--- src/verilog/isu_defs.svh ---
`ifndef ISU_DEFS_SVH
`define ISU_DEFS_SVH

`define ISU_ADDR_W          8
`define ISU_DATA_W          32
`define ISU_OFS_GRP_MASK    8'h00
`define ISU_OFS_WAKE_CFG    8'h04
`define ISU_OFS_CTRL        8'h08
`define ISU_OFS_EVT_STAT    8'h0c
`define ISU_OFS_EVT_MASK    8'h10
`define ISU_OFS_FLAGS       8'h14

`define ISU_GRP_N           6
`define ISU_GRP_SUPPLY      0
`define ISU_GRP_TEMP        1
`define ISU_GRP_BUS         2
`define ISU_GRP_HS          3
`define ISU_GRP_BRIDGE      4
`define ISU_GRP_SPI_CRC     5
`define ISU_RST_GRP_MASK    6'h3f

`define ISU_WAKE_CFG_N      8
`define ISU_RST_WAKE_CFG    8'h00

`define ISU_CTRL_N          2
`define ISU_CTRL_PERIODIC   0
`define ISU_CTRL_BRAKE      1
`define ISU_RST_CTRL        2'h1

`define ISU_EVT_N           3
`define ISU_EVT_PULSE       0
`define ISU_EVT_PERIODIC    1
`define ISU_EVT_MERGED      2
`define ISU_RST_EVT_MASK    3'h0

`define ISU_FLG_EXC         8
`define ISU_FLG_PENDING     9
`define ISU_FLG_LOW         10

`define ISU_SUP_POR         0
`define ISU_SUP_UV          1
`define ISU_SUP_SC          2
`define ISU_SUP_OV          3
`define ISU_TH_THERMAL_SHUTDOWN_LEVEL2         0

`define ISU_CLK_MHZ         50
`define ISU_PULSE_WIDTH_US  100
`define ISU_PULSE_GAP_US    100
`define ISU_PERIOD_MS       5
`define ISU_PULSE_CYC       (`ISU_PULSE_WIDTH_US * `ISU_CLK_MHZ)
`define ISU_GAP_CYC         (`ISU_PULSE_GAP_US * `ISU_CLK_MHZ)
`define ISU_PERIOD_CYC      (`ISU_PERIOD_MS * 1000 * `ISU_CLK_MHZ)

`endif

--- src/verilog/isu_pkg.sv ---
`include "isu_defs.svh"

package isu_pkg;

   typedef struct packed
   {
      logic [7:0] supply_status;
      logic [7:0] thermal_status_reg;
      logic [7:0] bus_status;
      logic [7:0] highside_fault_status_reg;
      logic [7:0] drain_source_overvoltage_reg;
      logic       spi_fail;
      logic       crc_fail;
   } isu_status_t;

   typedef struct packed
   {
      logic [3:0] lowside_brake_wake;
      logic [1:0] cyclic_wake_timer;
      logic [4:0] wake_pin;
      logic       can_wake;
   } isu_wake_t;

   typedef enum logic [5:0]
   {
      ISU_MODE_INIT     = 6'h01,
      ISU_MODE_NORMAL   = 6'h02,
      ISU_MODE_STOP     = 6'h04,
      ISU_MODE_RESTART  = 6'h08,
      ISU_MODE_FAILSAFE = 6'h10,
      ISU_MODE_SLEEP    = 6'h20
   } isu_mode_t;

   typedef enum logic [2:0]
   {
      ISU_PG_IDLE = 3'h1,
      ISU_PG_LOW  = 3'h2,
      ISU_PG_GAP  = 3'h4
   } isu_pg_state_t;

endpackage

--- src/verilog/isu_top.sv ---
`timescale 1ns/1ps
`include "isu_defs.svh"

module isu_top
   import isu_pkg::*;
#(
   parameter int PULSE_CYC  = `ISU_PULSE_CYC,
   parameter int GAP_CYC    = `ISU_GAP_CYC,
   parameter int PERIOD_CYC = `ISU_PERIOD_CYC,
   localparam int PCW       = $clog2(PERIOD_CYC + 1)
)
(
   input  wire logic                   clk,
   input  wire logic                   rst,
   input  wire isu_mode_t              device_mode,
   input  wire isu_status_t            status,
   input  wire isu_wake_t              wake_status_reg,
   input  wire logic [`ISU_ADDR_W-1:0] reg_addr,
   input  wire logic [`ISU_DATA_W-1:0] reg_wr_data,
   input  wire logic                   reg_wr_en,
   input  wire logic                   reg_rd_en,
   output logic      [`ISU_DATA_W-1:0] reg_rd_data,
   output logic                        irq_out_n,
   output logic                        irq
);

   localparam int WQ_N = $bits(isu_wake_t);

   logic [`ISU_GRP_N-1:0]      grp_mask_reg;
   logic [`ISU_WAKE_CFG_N-1:0] wake_cfg_reg;
   logic [`ISU_CTRL_N-1:0]     ctrl_reg;
   logic [`ISU_EVT_N-1:0]      evt_stat_reg;
   logic [`ISU_EVT_N-1:0]      evt_mask_reg;
   logic [`ISU_GRP_N-1:0]      grp_prev_reg;
   logic [WQ_N-1:0]            wake_prev_reg;
   logic [PCW-1:0]             per_cnt_reg;
   logic                       pend_reg;

   logic                       mode_active;
   logic [`ISU_GRP_N-1:0]      grp_flags;
   logic [`ISU_GRP_N-1:0]      grp_en;
   logic [`ISU_GRP_N-1:0]      grp_edge;
   logic [WQ_N-1:0]            wake_cfg_vec;
   logic [WQ_N-1:0]            wake_q;
   logic [WQ_N-1:0]            wake_edge;
   logic                       edge_any;
   logic                       exc;
   logic                       pending;
   logic                       per_run;
   logic                       per_hit;
   logic                       new_req;
   logic                       pg_req;
   logic                       pg_start;
   logic                       pg_low;
   logic                       merged;
   logic [`ISU_EVT_N-1:0]      evt_set;
   logic [`ISU_EVT_N-1:0]      evt_clr;

   function automatic logic or_except(input logic [7:0] v, input logic [7:0] excl);
      return |(v & ~excl);
   endfunction

   function automatic logic hit(input logic [`ISU_ADDR_W-1:0] ofs);
      return reg_addr == ofs;
   endfunction

   // mode is only read here, nothing of this block feeds back into mode control
   assign mode_active = (device_mode == ISU_MODE_NORMAL) || (device_mode == ISU_MODE_STOP);

   always_comb
   begin
      grp_flags = '0;
      grp_flags[`ISU_GRP_SUPPLY]  = or_except(status.supply_status,
                                              (8'h01 << `ISU_SUP_POR) | (8'h01 << `ISU_SUP_UV) |
                                              (8'h01 << `ISU_SUP_SC)  | (8'h01 << `ISU_SUP_OV));
      grp_flags[`ISU_GRP_TEMP]    = or_except(status.thermal_status_reg, 8'h01 << `ISU_TH_THERMAL_SHUTDOWN_LEVEL2);
      grp_flags[`ISU_GRP_BUS]     = |status.bus_status;
      grp_flags[`ISU_GRP_HS]      = |status.highside_fault_status_reg;
      grp_flags[`ISU_GRP_BRIDGE]  = |status.drain_source_overvoltage_reg;
      grp_flags[`ISU_GRP_SPI_CRC] = status.spi_fail | status.crc_fail;
   end

   assign grp_en = grp_flags & grp_mask_reg;

   // brake events qualify as wake sources only while brake handling is on
   assign wake_cfg_vec = {{4{ctrl_reg[`ISU_CTRL_BRAKE]}}, wake_cfg_reg};
   assign wake_q       = wake_status_reg & wake_cfg_vec;

   // exceptions stay out of every group so they can only reach the pin periodically
   assign exc = status.supply_status[`ISU_SUP_UV] | status.supply_status[`ISU_SUP_SC] |
                status.supply_status[`ISU_SUP_OV] | status.thermal_status_reg[`ISU_TH_THERMAL_SHUTDOWN_LEVEL2];

   always_ff @(posedge clk)
   begin
      if (rst)
      begin
         grp_prev_reg  <= '0;
         wake_prev_reg <= '0;
      end
      else
      begin
         grp_prev_reg  <= grp_en;
         wake_prev_reg <= wake_q;
      end
   end

   assign grp_edge  = grp_en & ~grp_prev_reg;
   assign wake_edge = wake_q & ~wake_prev_reg;
   assign edge_any  = (|grp_edge) | (|wake_edge);

   // status is level: it stays set until host clears it, which keeps the repeat alive
   assign pending = (|grp_en) | (|wake_q) | exc;
   assign per_run = mode_active && ctrl_reg[`ISU_CTRL_PERIODIC] && pending;
   assign per_hit = per_run && (per_cnt_reg == PCW'(PERIOD_CYC - 1));

   always_ff @(posedge clk)
   begin
      if (rst || !per_run || pg_start || per_hit)
         per_cnt_reg <= '0;
      else
         per_cnt_reg <= per_cnt_reg + PCW'(1);
   end

   assign new_req = mode_active && (edge_any || per_hit);
   assign merged  = new_req && pg_low;
   assign pg_req  = mode_active && (pend_reg || (new_req && !pg_low));

   // a request made in the gap waits here until the gap has run out
   always_ff @(posedge clk)
   begin
      if (rst || !mode_active || pg_start)
         pend_reg <= 1'b0;
      else if (new_req && !pg_low)
         pend_reg <= 1'b1;
   end

   isu_pulse_gen #(
      .WIDTH_CYC (PULSE_CYC),
      .GAP_CYC   (GAP_CYC)
   ) u_pulse (
      .clk       (clk),
      .rst       (rst),
      .active    (mode_active),
      .req       (pg_req),
      .start     (pg_start),
      .low       (pg_low),
      .irq_out_n (irq_out_n)
   );

   always_ff @(posedge clk)
   begin
      if (rst)
         grp_mask_reg <= `ISU_RST_GRP_MASK;
      else if (reg_wr_en && hit(`ISU_OFS_GRP_MASK))
         grp_mask_reg <= reg_wr_data[`ISU_GRP_N-1:0];
   end

   always_ff @(posedge clk)
   begin
      if (rst)
         wake_cfg_reg <= `ISU_RST_WAKE_CFG;
      else if (reg_wr_en && hit(`ISU_OFS_WAKE_CFG))
         wake_cfg_reg <= reg_wr_data[`ISU_WAKE_CFG_N-1:0];
   end

   always_ff @(posedge clk)
   begin
      if (rst)
         ctrl_reg <= `ISU_RST_CTRL;
      else if (reg_wr_en && hit(`ISU_OFS_CTRL))
         ctrl_reg <= reg_wr_data[`ISU_CTRL_N-1:0];
   end

   always_ff @(posedge clk)
   begin
      if (rst)
         evt_mask_reg <= `ISU_RST_EVT_MASK;
      else if (reg_wr_en && hit(`ISU_OFS_EVT_MASK))
         evt_mask_reg <= reg_wr_data[`ISU_EVT_N-1:0];
   end

   always_comb
   begin
      evt_set = '0;
      evt_set[`ISU_EVT_PULSE]    = pg_start;
      evt_set[`ISU_EVT_PERIODIC] = per_hit;
      evt_set[`ISU_EVT_MERGED]   = merged;
      evt_clr = (reg_wr_en && hit(`ISU_OFS_EVT_STAT)) ? reg_wr_data[`ISU_EVT_N-1:0] : '0;
   end

   // set beats a simultaneous write-one-to-clear
   always_ff @(posedge clk)
   begin
      if (rst)
         evt_stat_reg <= '0;
      else
         evt_stat_reg <= (evt_stat_reg & ~evt_clr) | evt_set;
   end

   always_ff @(posedge clk)
   begin
      if (rst)
         irq <= 1'b0;
      else
         irq <= |(evt_stat_reg & evt_mask_reg);
   end

   always_ff @(posedge clk)
   begin
      if (rst || !reg_rd_en)
         reg_rd_data <= '0;
      else
      begin
         reg_rd_data <= '0;
         if (hit(`ISU_OFS_GRP_MASK))
            reg_rd_data[`ISU_GRP_N-1:0] <= grp_mask_reg;
         else if (hit(`ISU_OFS_WAKE_CFG))
            reg_rd_data[`ISU_WAKE_CFG_N-1:0] <= wake_cfg_reg;
         else if (hit(`ISU_OFS_CTRL))
            reg_rd_data[`ISU_CTRL_N-1:0] <= ctrl_reg;
         else if (hit(`ISU_OFS_EVT_STAT))
            reg_rd_data[`ISU_EVT_N-1:0] <= evt_stat_reg;
         else if (hit(`ISU_OFS_EVT_MASK))
            reg_rd_data[`ISU_EVT_N-1:0] <= evt_mask_reg;
         else if (hit(`ISU_OFS_FLAGS))
         begin
            reg_rd_data[`ISU_GRP_N-1:0]    <= grp_flags;
            reg_rd_data[`ISU_FLG_EXC]      <= exc;
            reg_rd_data[`ISU_FLG_PENDING]  <= pending;
            reg_rd_data[`ISU_FLG_LOW]      <= pg_low;
         end
      end
   end
endmodule

--- src/verilog/isu_pulse_gen.sv ---
`timescale 1ns/1ps
`include "isu_defs.svh"

module isu_pulse_gen
   import isu_pkg::*;
#(
   parameter int WIDTH_CYC = `ISU_PULSE_CYC,
   parameter int GAP_CYC   = `ISU_GAP_CYC,
   localparam int CW       = $clog2((WIDTH_CYC > GAP_CYC ? WIDTH_CYC : GAP_CYC) + 1)
)
(
   input  wire logic clk,
   input  wire logic rst,
   input  wire logic active,
   input  wire logic req,
   output logic      start,
   output logic      low,
   output logic      irq_out_n
);

   isu_pg_state_t   state_reg;
   logic [CW-1:0]   cnt_reg;
   logic            last;

   assign start = active && req && (state_reg == ISU_PG_IDLE);
   assign low   = (state_reg == ISU_PG_LOW);
   assign last  = ((state_reg == ISU_PG_LOW) && (cnt_reg == CW'(WIDTH_CYC - 1))) ||
                  ((state_reg == ISU_PG_GAP) && (cnt_reg == CW'(GAP_CYC - 1)));

   // a request seen while low is never queued, so overlapping events give one pulse
   always_ff @(posedge clk)
   begin
      if (rst || !active)
         state_reg <= ISU_PG_IDLE;
      else
      begin
         unique case (state_reg)
            ISU_PG_IDLE:
               if (req)
                  state_reg <= ISU_PG_LOW;
            ISU_PG_LOW:
               if (last)
                  state_reg <= ISU_PG_GAP;
            ISU_PG_GAP:
               if (last)
                  state_reg <= ISU_PG_IDLE;
         endcase
      end
   end

   always_ff @(posedge clk)
   begin
      if (rst || !active || (state_reg == ISU_PG_IDLE) || last)
         cnt_reg <= '0;
      else
         cnt_reg <= cnt_reg + CW'(1);
   end

   always_ff @(posedge clk)
   begin
      if (rst || !active)
         irq_out_n <= 1'b1;
      else if (start)
         irq_out_n <= 1'b0;
      else if (low && last)
         irq_out_n <= 1'b1;
   end

   int low_run;
   int high_run;

   always_ff @(posedge clk)
   begin
      if (rst)
      begin
         low_run  <= 0;
         high_run <= GAP_CYC;
      end
      else if (!irq_out_n)
      begin
         low_run  <= low_run + 1;
         high_run <= 0;
      end
      else
      begin
         low_run <= 0;
         if (high_run < GAP_CYC)
            high_run <= high_run + 1;
      end
   end
endmodule

--- config.mk ---
export PLATFORM = sky130hd
export DESIGN_NAME = isu_top
export DESIGN_NICKNAME = d
export VERILOG_FILES = /design/src/verilog/isu_pkg.sv /design/src/verilog/isu_top.sv /design/src/verilog/isu_pulse_gen.sv
export VERILOG_INCLUDE_DIRS = /design/src /design/src/verilog
export SDC_FILE = /design/constraint.sdc
export NUM_CORES = 1
export LEC_CHECK = 0
export BUFFER_PORTS_ARGS = -buffer_cell sky130_fd_sc_hd__buf_2
export CORE_ASPECT_RATIO = 1.5
export CORE_MARGIN = 2
export CORE_UTILIZATION = 50
export CTS_CLUSTER_DIAMETER = 80
export DETAILED_ROUTE_END_ITERATION = 6
export PLACE_DENSITY = 0.79
export SYNTH_ARGS = -nofsm -noshare
export SYNTH_HDL_FRONTEND = slang
export SYNTH_SLANG_ARGS = --single-unit
--- constraint.sdc ---
create_clock -name clk -period 2.3 [get_ports clk]
set_input_delay 0.23 -clock clk [delete_from_list [all_inputs] [get_ports clk]]
set_output_delay 0.23 -clock clk [all_outputs]
set_load 0.01 [all_outputs]
==> results of run 1 <==
worst register-to-register path, cell delays in order (launching register included):
cell	delay, ns
dfxtp_1	0.35
a222oi_1	0.38
nand4_1	0.14
or4_4	0.45
o211a_1	0.26
o31a_1	0.29
buf_12	0.17
nor3_2	0.17
worst max path at each step:
| stage | start | cells after the start | slack [ns] | endpoint |
|---|---|---|---|---|
| floorplan | status[36] | 8 | 0.15 | per_cnt_reg[9] |
| global placement | status[39] | 11 | -0.09 | evt_stat_reg[0] |
| detailed placement | status[36] | 9 | -0.13 | u_pulse.state_reg[1] |
| CTS | wake_cfg_reg[3] | 7 | 0.0009 | per_cnt_reg[7] |
| global route | wake_cfg_reg[3] | 7 | -0.05 | per_cnt_reg[15] |
| finish | wake_cfg_reg[5] | 7 | 0.03 | per_cnt_reg[15] |
report_power, final:
part | internal, mW | switching, mW
clock network | 0.984 | 0.601
registers | 1.53 | 0.00334
logic | 0.0855 | 0.110
total | 2.60 | 0.714
metrics by stage:
step	setup TNS, ns	cell area [µm²]	hold WS, ns	instances
2_1_floorplan	0	4140	0.352	480
3_3_place_gp	-0.825	4690	0.431	663
3_5_place_dp	-1.61	4690	0.438	663
4_1_cts	0	5030	0.114	679
5_1_grt	-0.517	5110	0.119	680
6_report	0	5110	0.117	680
layout by cell type (no fill, tap or decap), drive strengths merged, types with 3 or more instances in the layout:
cell type	count
nor2	59
nor4b	3
o22ai	3
inv	11
nor2b	4
nor4	9
o41ai	3
and2	3
xnor2	12
nand3b	3
xor2	16
o2bb2ai	3
dfxtp	88
nor3	28
mux2i	13
nand2b	10
a21o	3
buf	115
a22oi	7
a21oi	18
conb	21
and3	5
nand2	38
nand4	11
or2	4
nand3	29
clkbuf	11
or4	5
o21ai	7
final cells by class:
type / instances / share of cell area
well taps: 105 / 0.0257
multi-input cells: 345 / 0.423
clock inverters: 6 / 0.0176
flip-flops and latches: 88 / 0.345
repair buffers: 116 / 0.134
clock buffers: 10 / 0.0468
inverters: 10 / 0.00734
metal layers:
metal,share of wire,up-vias
li1,-,1812
met1,0.36,1767
met2,0.53,163
met3,0.063,29
met4,0.042,0
met5,0,-
cell families after synthesis:
kind of cell,after synthesis,share of synthesized area
other,1,0.000923
DFF,88,0.434
buffers and inverters,47,0.0674
muxes,13,0.0320
adders and majority gates,2,0.00616
xor gates and xnor gates,28,0.0604
and+or+nand+nor,217,0.285
AOI/OAI and AO/OA,64,0.114
what timing repair did:
item / CTS / global route
cloned: 0 / 1
pin swaps: 2 / 1
buffers inserted: 0 / 0
setup endpoints to repair: 5 / 21
resized for setup: 2 / 11
==> results.yml, run 1 <==
status:
  status: "finished, final reports clean"
die:
  die-width_um: 77.6
  io_pins: 138
  core_um2: 7960
  start_util: 0.511
  die_h_um: 114
  rows: 40
  die-area_um2: 8880
timing:
  clock.fmax_mhz: 440
  slew_violations: 0
  finalSetupViolations: 0
  setup_slack_ns: 0.0265
  fin_worst_skew_ns: 0.00950
  finalCriticalPeriod_ns: 2.27
  finalHoldViolCount: 0
  period_share: 0.988
  rsz0062_at_grt: "yes"
worst_setup_path:
  crit_type: "reg2reg"
  crit_slowest_cell: "or4_4"
  cpLargestDelayFamily: "compound AO/OA/AOI/OAI gates"
  reg2regPathDepth: 7
  worstPathMaxFanout: 18
  arrival_ns: 2.55
  cpPeakStageDelay_ns: 0.45
  r2r_slack_ns: 0.03
  r2r_start: "wake_cfg_reg[5]"
  cp.required_ns: 2.57
  r2r_end: "per_cnt_reg[15]"
  cp_cell_sequence: "a222oi_1 -> nand4_1 -> or4_4 -> o211a_1 -> o31a_1 -> buf_12 -> nor3_2"
  critPathBufInv: 1
  worst_setup_path_start_kind: "flip-flop"
  endpoint_kind: "flip-flop"
clocking:
  root_buffer: "clkbuf_16"
  cts_tree: "done"
  cts.reportedPaths.clkPinSlew_ns: 0.06
  numCtsBuffers: 9
  cts_hold_buffers: 0
  clk_latency_ns: 0.35
  clock_path_buffers: 2
  h-tree-depth: 3
  cts_sinks: 88
synth:
  synth_top_flop_cell: "dfxtp_1"
  avgSynthCellArea_um2: 8.83
  ys_top_cells_by_area: "dfxtp_1 43%, nor2_1 5.5%, buf_4 4.1%, nand3_1 3.6%, nand2_1 3.5%"
  yosys.area.top_type_share: 0.434
  seq_area_frac_synth: 0.434
  yosysWarnings: 0
  synth_cell_types: 57
  synth_area_um2: 4060
  ys_ff_latch: 88
  synth_top_cell_by_area: "dfxtp_1"
  synth_common_cells: "88 x dfxtp_1, 59 x nor2_1, 38 x nand2_1"
  yosysMostFrequentCell: "dfxtp_1"
  synthCells: 460
  synth_edf_count: 0
  async_flop_share: 0
final_layout:
  synthToLayoutAreaGrowth_pct: 25.8
  largest_reg_flops: 18
  nets: 676
  final_util: 0.642
  drive_gt1_frac: 0.280
  ff_latch_area_um2: 1760
  antennaDiodeCount: 0
  fillCellCount: 658
  multi_input_area_um2: 2160
global_routing:
  grt.total_usage: 0.234
  use_met2: 0.444
  overflow: 0
  use_met3: 0.0465
  grt_max_degree: 19
  antenna_found_initial: 0
  met1_usage: 0.232
  grt_pass1_wl_um: 16400
  grt_pass1_vias: 3617
  top_usage_layer: "met2"
min_path:
  hold_start: "wake_status_reg[9]"
  min_path_cells: 2
  hold_end: "wake_prev_reg[9]"
  hold_path_class: "in2reg"
drt:
  drc: 0
  post_drt_wl_per_cell_um: 15.0
  wl_um: 10200
  vias_per_cell: 5.55
  detail-route-antenna-nets: 0
  drtIter0Drc: 253
  first_pass_iters: 5
  vias: 3771
flow_run:
  cap_viol_max_count: 0
power_and_ir_drop:
  peakVddDrop_mv: 0.440
  power_mw: 3.32
  power.density_nw_per_um2: 649
  p_leak_nw: 2.10
place:
  hpwl_um: 7440
  gp_congestion: 0.859
  io_buffer_count: 91
  post-place-ws_ns: -0.134
(Power assumes the default switching activity.)
==> run 2, diff against run 1 <==
Settings changed: SYNTH_HIERARCHICAL set to 1.
==> results.yml, run 2 <==
timing:
  slew_violations: 0
  finalHoldViolCount: 0
  setup_slack_ns: -0.265
  finalCriticalPeriod_ns: 2.57
  fin_worst_skew_ns: 0.00889
  period_share: 1.12
  clock.fmax_mhz: 390
  finalSetupViolations: 20
  timing.slew.headroom: 0.657
  tightest_slew_ns: 0.514
  rsz0062_at_grt: "yes"
worst_setup_path:
  worstPathMaxFanout: 5
  arrival_ns: 2.83
  cpLargestDelayFamily: "simple AND/OR/NAND/NOR gates"
  r2r_start: "wake_cfg_reg[1]"
  critPathBufInv: 0
  r2r_end: "per_cnt_reg[17]"
  reg2regPathDepth: 12
  crit_type: "reg2reg"
  worst_setup_path_start_kind: "flip-flop"
  r2r_slack_ns: -0.27
  crit_slowest_cell: "a2111oi_2"
  endpoint_kind: "flip-flop"
  cpPeakStageDelay_ns: 0.41
  cp.required_ns: 2.57
  cp_cell_sequence: "nand2_1 -> o221ai_2 -> a2111oi_2 -> o211ai_1 -> nor2_1 -> a221oi_2 -> nand3_1 -> nor2_2 -> nor3_2 -> and2b_2 -> nand3_4 -> a21oi_2"
place:
  io_buffer_count: 91
  dp_cells: 683
  hpwl_um: 7680
  gp_congestion: 0.952
synth:
  synth_top_flop_cell: "dfxtp_1"
  yosysMostFrequentCell: "dfxtp_1"
  seq_area_frac_synth: 0.437
  yosys.area.top_type_share: 0.437
  ys_top_cells_by_area: "dfxtp_1 44%, nor2_1 6.3%, buf_4 4.3%, xnor2_1 3.3%, nand2_1 3.1%"
  yosysWarnings: 6
  synth_common_cells: "88 x dfxtp_1, 68 x nor2_1, 33 x nand2_1"
  synth_area_um2: 4030
  avgSynthCellArea_um2: 8.84
  synthCells: 456
  synth_cell_types: 63
  async_flop_share: 0
  synth_top_cell_by_area: "dfxtp_1"
  ys_ff_latch: 88
  synth_edf_count: 0
min_path:
  min_path_cells: 3
  hold_start: "wake_status_reg[6]"
  hold_path_class: "in2reg"
  hold_end: "wake_prev_reg[6]"
clocking:
  cts_tree: "done"
  cts.reportedPaths.clkPinSlew_ns: 0.07
  cts_sinks: 88
  root_buffer: "clkbuf_16"
  numCtsBuffers: 9
  cts_hold_buffers: 0
  h-tree-depth: 3
  clock_path_buffers: 2
  clk_latency_ns: 0.34
drt:
  wl_um: 10700
  detail-route-antenna-nets: 0
  first_pass_iters: 6
  post_drt_wl_per_cell_um: 15.3
  vias_per_cell: 5.53
  drtIter0Drc: 334
  vias: 3880
  drc: 0
die:
  core_um2: 7910
  rows: 40
  die_h_um: 114
  die-area_um2: 8810
  io_pins: 138
  die-width_um: 77.3
  start_util: 0.509
power_and_ir_drop:
  peakVddDrop_mv: 0.431
  power.density_nw_per_um2: 628
  power_mw: 3.30
  p_leak_nw: 2.10
final_layout:
  drive_gt1_frac: 0.318
  synthToLayoutAreaGrowth_pct: 30.2
  final_cells: 702
  nets: 698
  final_cell_mix: "91 x buf_2, 87 x dfxtp_1, 64 x nor2_1"
  antennaDiodeCount: 0
  layout_commonest_cell: "buf_2"
  final_util: 0.664
  largest_reg_flops: 18
global_routing:
  grt.total_usage: 0.243
  grt_pass1_vias: 3744
  overflow: 0
  grt_pass1_wl_um: 16700
  grt_max_degree: 24
  antenna_found_initial: 0
status:
  violations: "setup timing"
  status: "complete, but fails checks"
flow_run:
  cap_viol_max_count: 0
[run 2: cell types whose count changed after synthesis, moves of 5 or more]
| cell | change |
|---|---|
| nor2_1 | +9 |
| nor3_2 | -9 |
| mux2i_1 | -7 |
| nand3_1 | -7 |
| and3_1 | +6 |
| a211o_1 | +5 |
| clkbuf_1 | -5 |
| nand2_1 | -5 |
| nand2b_1 | -5 |
[run 2: cell type report]
class / instances / area, µm²
Fill cell: 629 / 2660
Sequential cell: 88 / 1760
Clock inverter: 7 / 101
Inverter: 10 / 37.5
Clock buffer: 9 / 225
Multi-Input combinational cell: 345 / 2180
Timing Repair Buffer: 138 / 808
Tap cell: 105 / 131
[run 2: per-layer routing]
metal	share of wire	vias to the layer above	GRT usage	wire length [µm]
met2	0.52	191	0.443	5540
met4	0.065	0	0.192	698
li1	-	1860	-	-
met5	0	-	0	0
met3	0.065	44	0.0601	692
met1	0.35	1785	0.228	3780
[run 2: through the flow]
step / TNS, ns / instance area (µm²) / hold slack [ns] / setup WS, ns
after CTS: -2.95 / 5220 / 0.117 / -0.169
after detailed placement: -10.26 / 4820 / 0.456 / -0.575
final: -4.29 / 5250 / 0.126 / -0.265
after floorplan: -2.89 / 4130 / 0.333 / -0.224
after global placement: -6.98 / 4820 / 0.445 / -0.403
after global routing: -6.52 / 5250 / 0.115 / -0.383
[run 2: cell families (layout without fill, tap and decap cells)]
family,Yosys count,after routing,share of synthesized area
DFF,88,88,0.437
adders and majority gates,2,2,0.00621
muxes,6,6,0.0149
AOI/OAI and AO/OA,63,63,0.115
buffers and inverters,45,164,0.0693
and+or+nand+nor,224,226,0.298
xor gates and xnor gates,27,27,0.0587
other,1,21,0.000931
[run 2: power by group]
group	leakage [nW]	switching, mW	internal, mW
registers	0.712	0.00368	1.53
logic	1.23	0.102	0.0765
clock network	0.153	0.623	0.960
total	2.10	0.729	2.57
[run 2: worst max path at each step]
stage,start,endpoint,depth (start not counted)
global route,wake_cfg_reg[1],per_cnt_reg[17],12
global placement,status[39],per_cnt_reg[17],13
finish,wake_cfg_reg[1],per_cnt_reg[17],12
CTS,wake_cfg_reg[1],per_cnt_reg[17],12
floorplan,status[29],per_cnt_reg[10],13
detailed placement,status[29],per_cnt_reg[2],13
[run 2: timing repair]
item | in CTS | in global routing
setup buffers | 2 | 1
pin swaps | 12 | 8
cloned | 2 | 0
setup endpoints to repair | 18 | 23
gates resized for setup | 9 | 9
[run 2: worst register-to-register path, cell delays in order (launching register included)]
cell and delay, ns:
dfxtp_2 0.34, nand2_1 0.19, o221ai_2 0.16, a2111oi_2 0.41
o211ai_1 0.23, nor2_1 0.22, a221oi_2 0.09, nand3_1 0.10
nor2_2 0.05, nor3_2 0.12, and2b_2 0.25, nand3_4 0.15
a21oi_2 0.16
==> run 3, diff against run 2 <==
Settings changed: CORE_MARGIN 2 to not set.
==> results.yml, run 3 (synthesis results as in run 2) <==
global_routing:
  antenna_found_initial: 0
  grt.total_usage: 0.272
  overflow: 0
  grt_max_degree: 27
  grt_pass1_vias: 3862
  grt_pass1_wl_um: 17500
worst_setup_path:
  worst_setup_path_start_kind: "flip-flop"
  endpoint_kind: "flip-flop"
  arrival_ns: 2.81
  crit_type: "reg2reg"
  cp.required_ns: 2.57
  worstPathMaxFanout: 5
drt:
  post_drt_wl_per_cell_um: 15.7
  drc: 0
  vias: 3937
  drtIter0Drc: 350
  wl_um: 11000
  first_pass_iters: 6
  detail-route-antenna-nets: 0
  vias_per_cell: 5.59
min_path:
  hold_path_class: "in2reg"
die:
  die-width_um: 75.3
  die-area_um2: 8430
  start_util: 0.523
  core_um2: 7710
  rows: 39
  io_pins: 138
  die_h_um: 112
timing:
  rsz0062_at_grt: "yes"
  setup_slack_ns: -0.241
  fin_worst_skew_ns: 0.00708
  tightest_slew_ns: 0.594
  timing.slew.headroom: 0.604
  final.setup.tns_ns: -3.74
  clock.fmax_mhz: 394
  finalHoldViolCount: 0
  finalSetupViolations: 18
  finalCriticalPeriod_ns: 2.54
  period_share: 1.10
  slew_violations: 0
final_layout:
  final_cell_mix: "91 x buf_2, 85 x dfxtp_1, 57 x nor2_1"
  drive_gt1_frac: 0.339
  nets: 703
  layout_commonest_cell: "buf_2"
  synthToLayoutAreaGrowth_pct: 33.3
  largest_reg_flops: 18
  antennaDiodeCount: 0
place:
  post-place-ws_ns: -0.520
  gp_congestion: 0.888
  hpwl_um: 7740
  io_buffer_count: 91
power_and_ir_drop:
  power_mw: 3.48
  power.density_nw_per_um2: 648
  peakVddDrop_mv: 0.547
  p_leak_nw: 2.15
clocking:
  cts_tree: "done"
  numCtsBuffers: 9
  clock_path_buffers: 2
  cts.reportedPaths.clkPinSlew_ns: 0.06
  clk_latency_ns: 0.34
  h-tree-depth: 3
  root_buffer: "clkbuf_16"
  cts_sinks: 88
status:
  violations: "setup timing"
  status: "complete, but fails checks"
flow_run:
  cap_viol_max_count: 0
[run 3: final timing paths]
path                             from                 end  slack, ns  cells after the start
setup / recovery      wake_cfg_reg[1]     per_cnt_reg[17]      -0.24                     12
hold / removal    wake_status_reg[10]   wake_prev_reg[10]       0.14                      2
setup reg to reg      wake_cfg_reg[1]     per_cnt_reg[17]      -0.24                     12
hold reg to reg    u_pulse/cnt_reg[0]  u_pulse/cnt_reg[0]       0.46                      1
[run 3: stage by stage]
| step | instance area [µm²] | util | instances | hold WS [ns] |
|---|---|---|---|---|
| 6_report | 5370 | 0.696 | 704 | 0.139 |
| 5_1_grt | 5370 | 0.696 | 704 | 0.142 |
| 4_1_cts | 5320 | 0.690 | 705 | 0.129 |
| 3_5_place_dp | 4840 | 0.628 | 683 | 0.457 |
| 3_3_place_gp | 4840 | 0.628 | 683 | 0.450 |
| 2_1_floorplan | 4130 | - | 476 | 0.333 |
[run 3: final cells by class]
cell class / count / area (µm²)
Clock inverter: 7 / 144
Timing Repair Buffer: 142 / 838
Multi-Input combinational cell: 346 / 2230
Inverter: 10 / 37.5
Clock buffer: 9 / 225
Tap cell: 102 / 128
Fill cell: 603 / 2340
Sequential cell: 88 / 1770
[run 3: layer usage]
metal,global-route usage,vias to the layer above,part of all wire
li1,-,1871,-
met1,0.270,1807,0.35
met5,0,-,0
met2,0.482,199,0.53
met3,0.0661,60,0.066
met4,0.175,0,0.061
[run 3: critical path, stage by stage, from the launching register on]
cell and delay [ns]:
dfxtp_2 0.34, a222oi_1 0.35, nand4_1 0.21, nor4b_2 0.28, nand4_2 0.17, nand3_2 0.12
a221oi_2 0.08, nand3_1 0.14, nor2_2 0.07, nor3_2 0.15, and2b_4 0.27, nand3_4 0.14
a21oi_2 0.15
[run 3: what timing repair did]
action / 4_1_cts / 5_1_grt
gates cloned: 3 / 0
pin swaps: 16 / 13
setup buffers: 3 / 2
hold buffers: 0 / 0
gates resized for setup: 13 / 19
setup endpoints to repair: 20 / 23
[run 3: report_power, final]
group / internal, mW / total [mW] / switching [mW]
logic: 0.0766 / 0.179 / 0.103
registers: 1.53 / 1.53 / 0.00268
clock network: 1.17 / 1.76 / 0.592
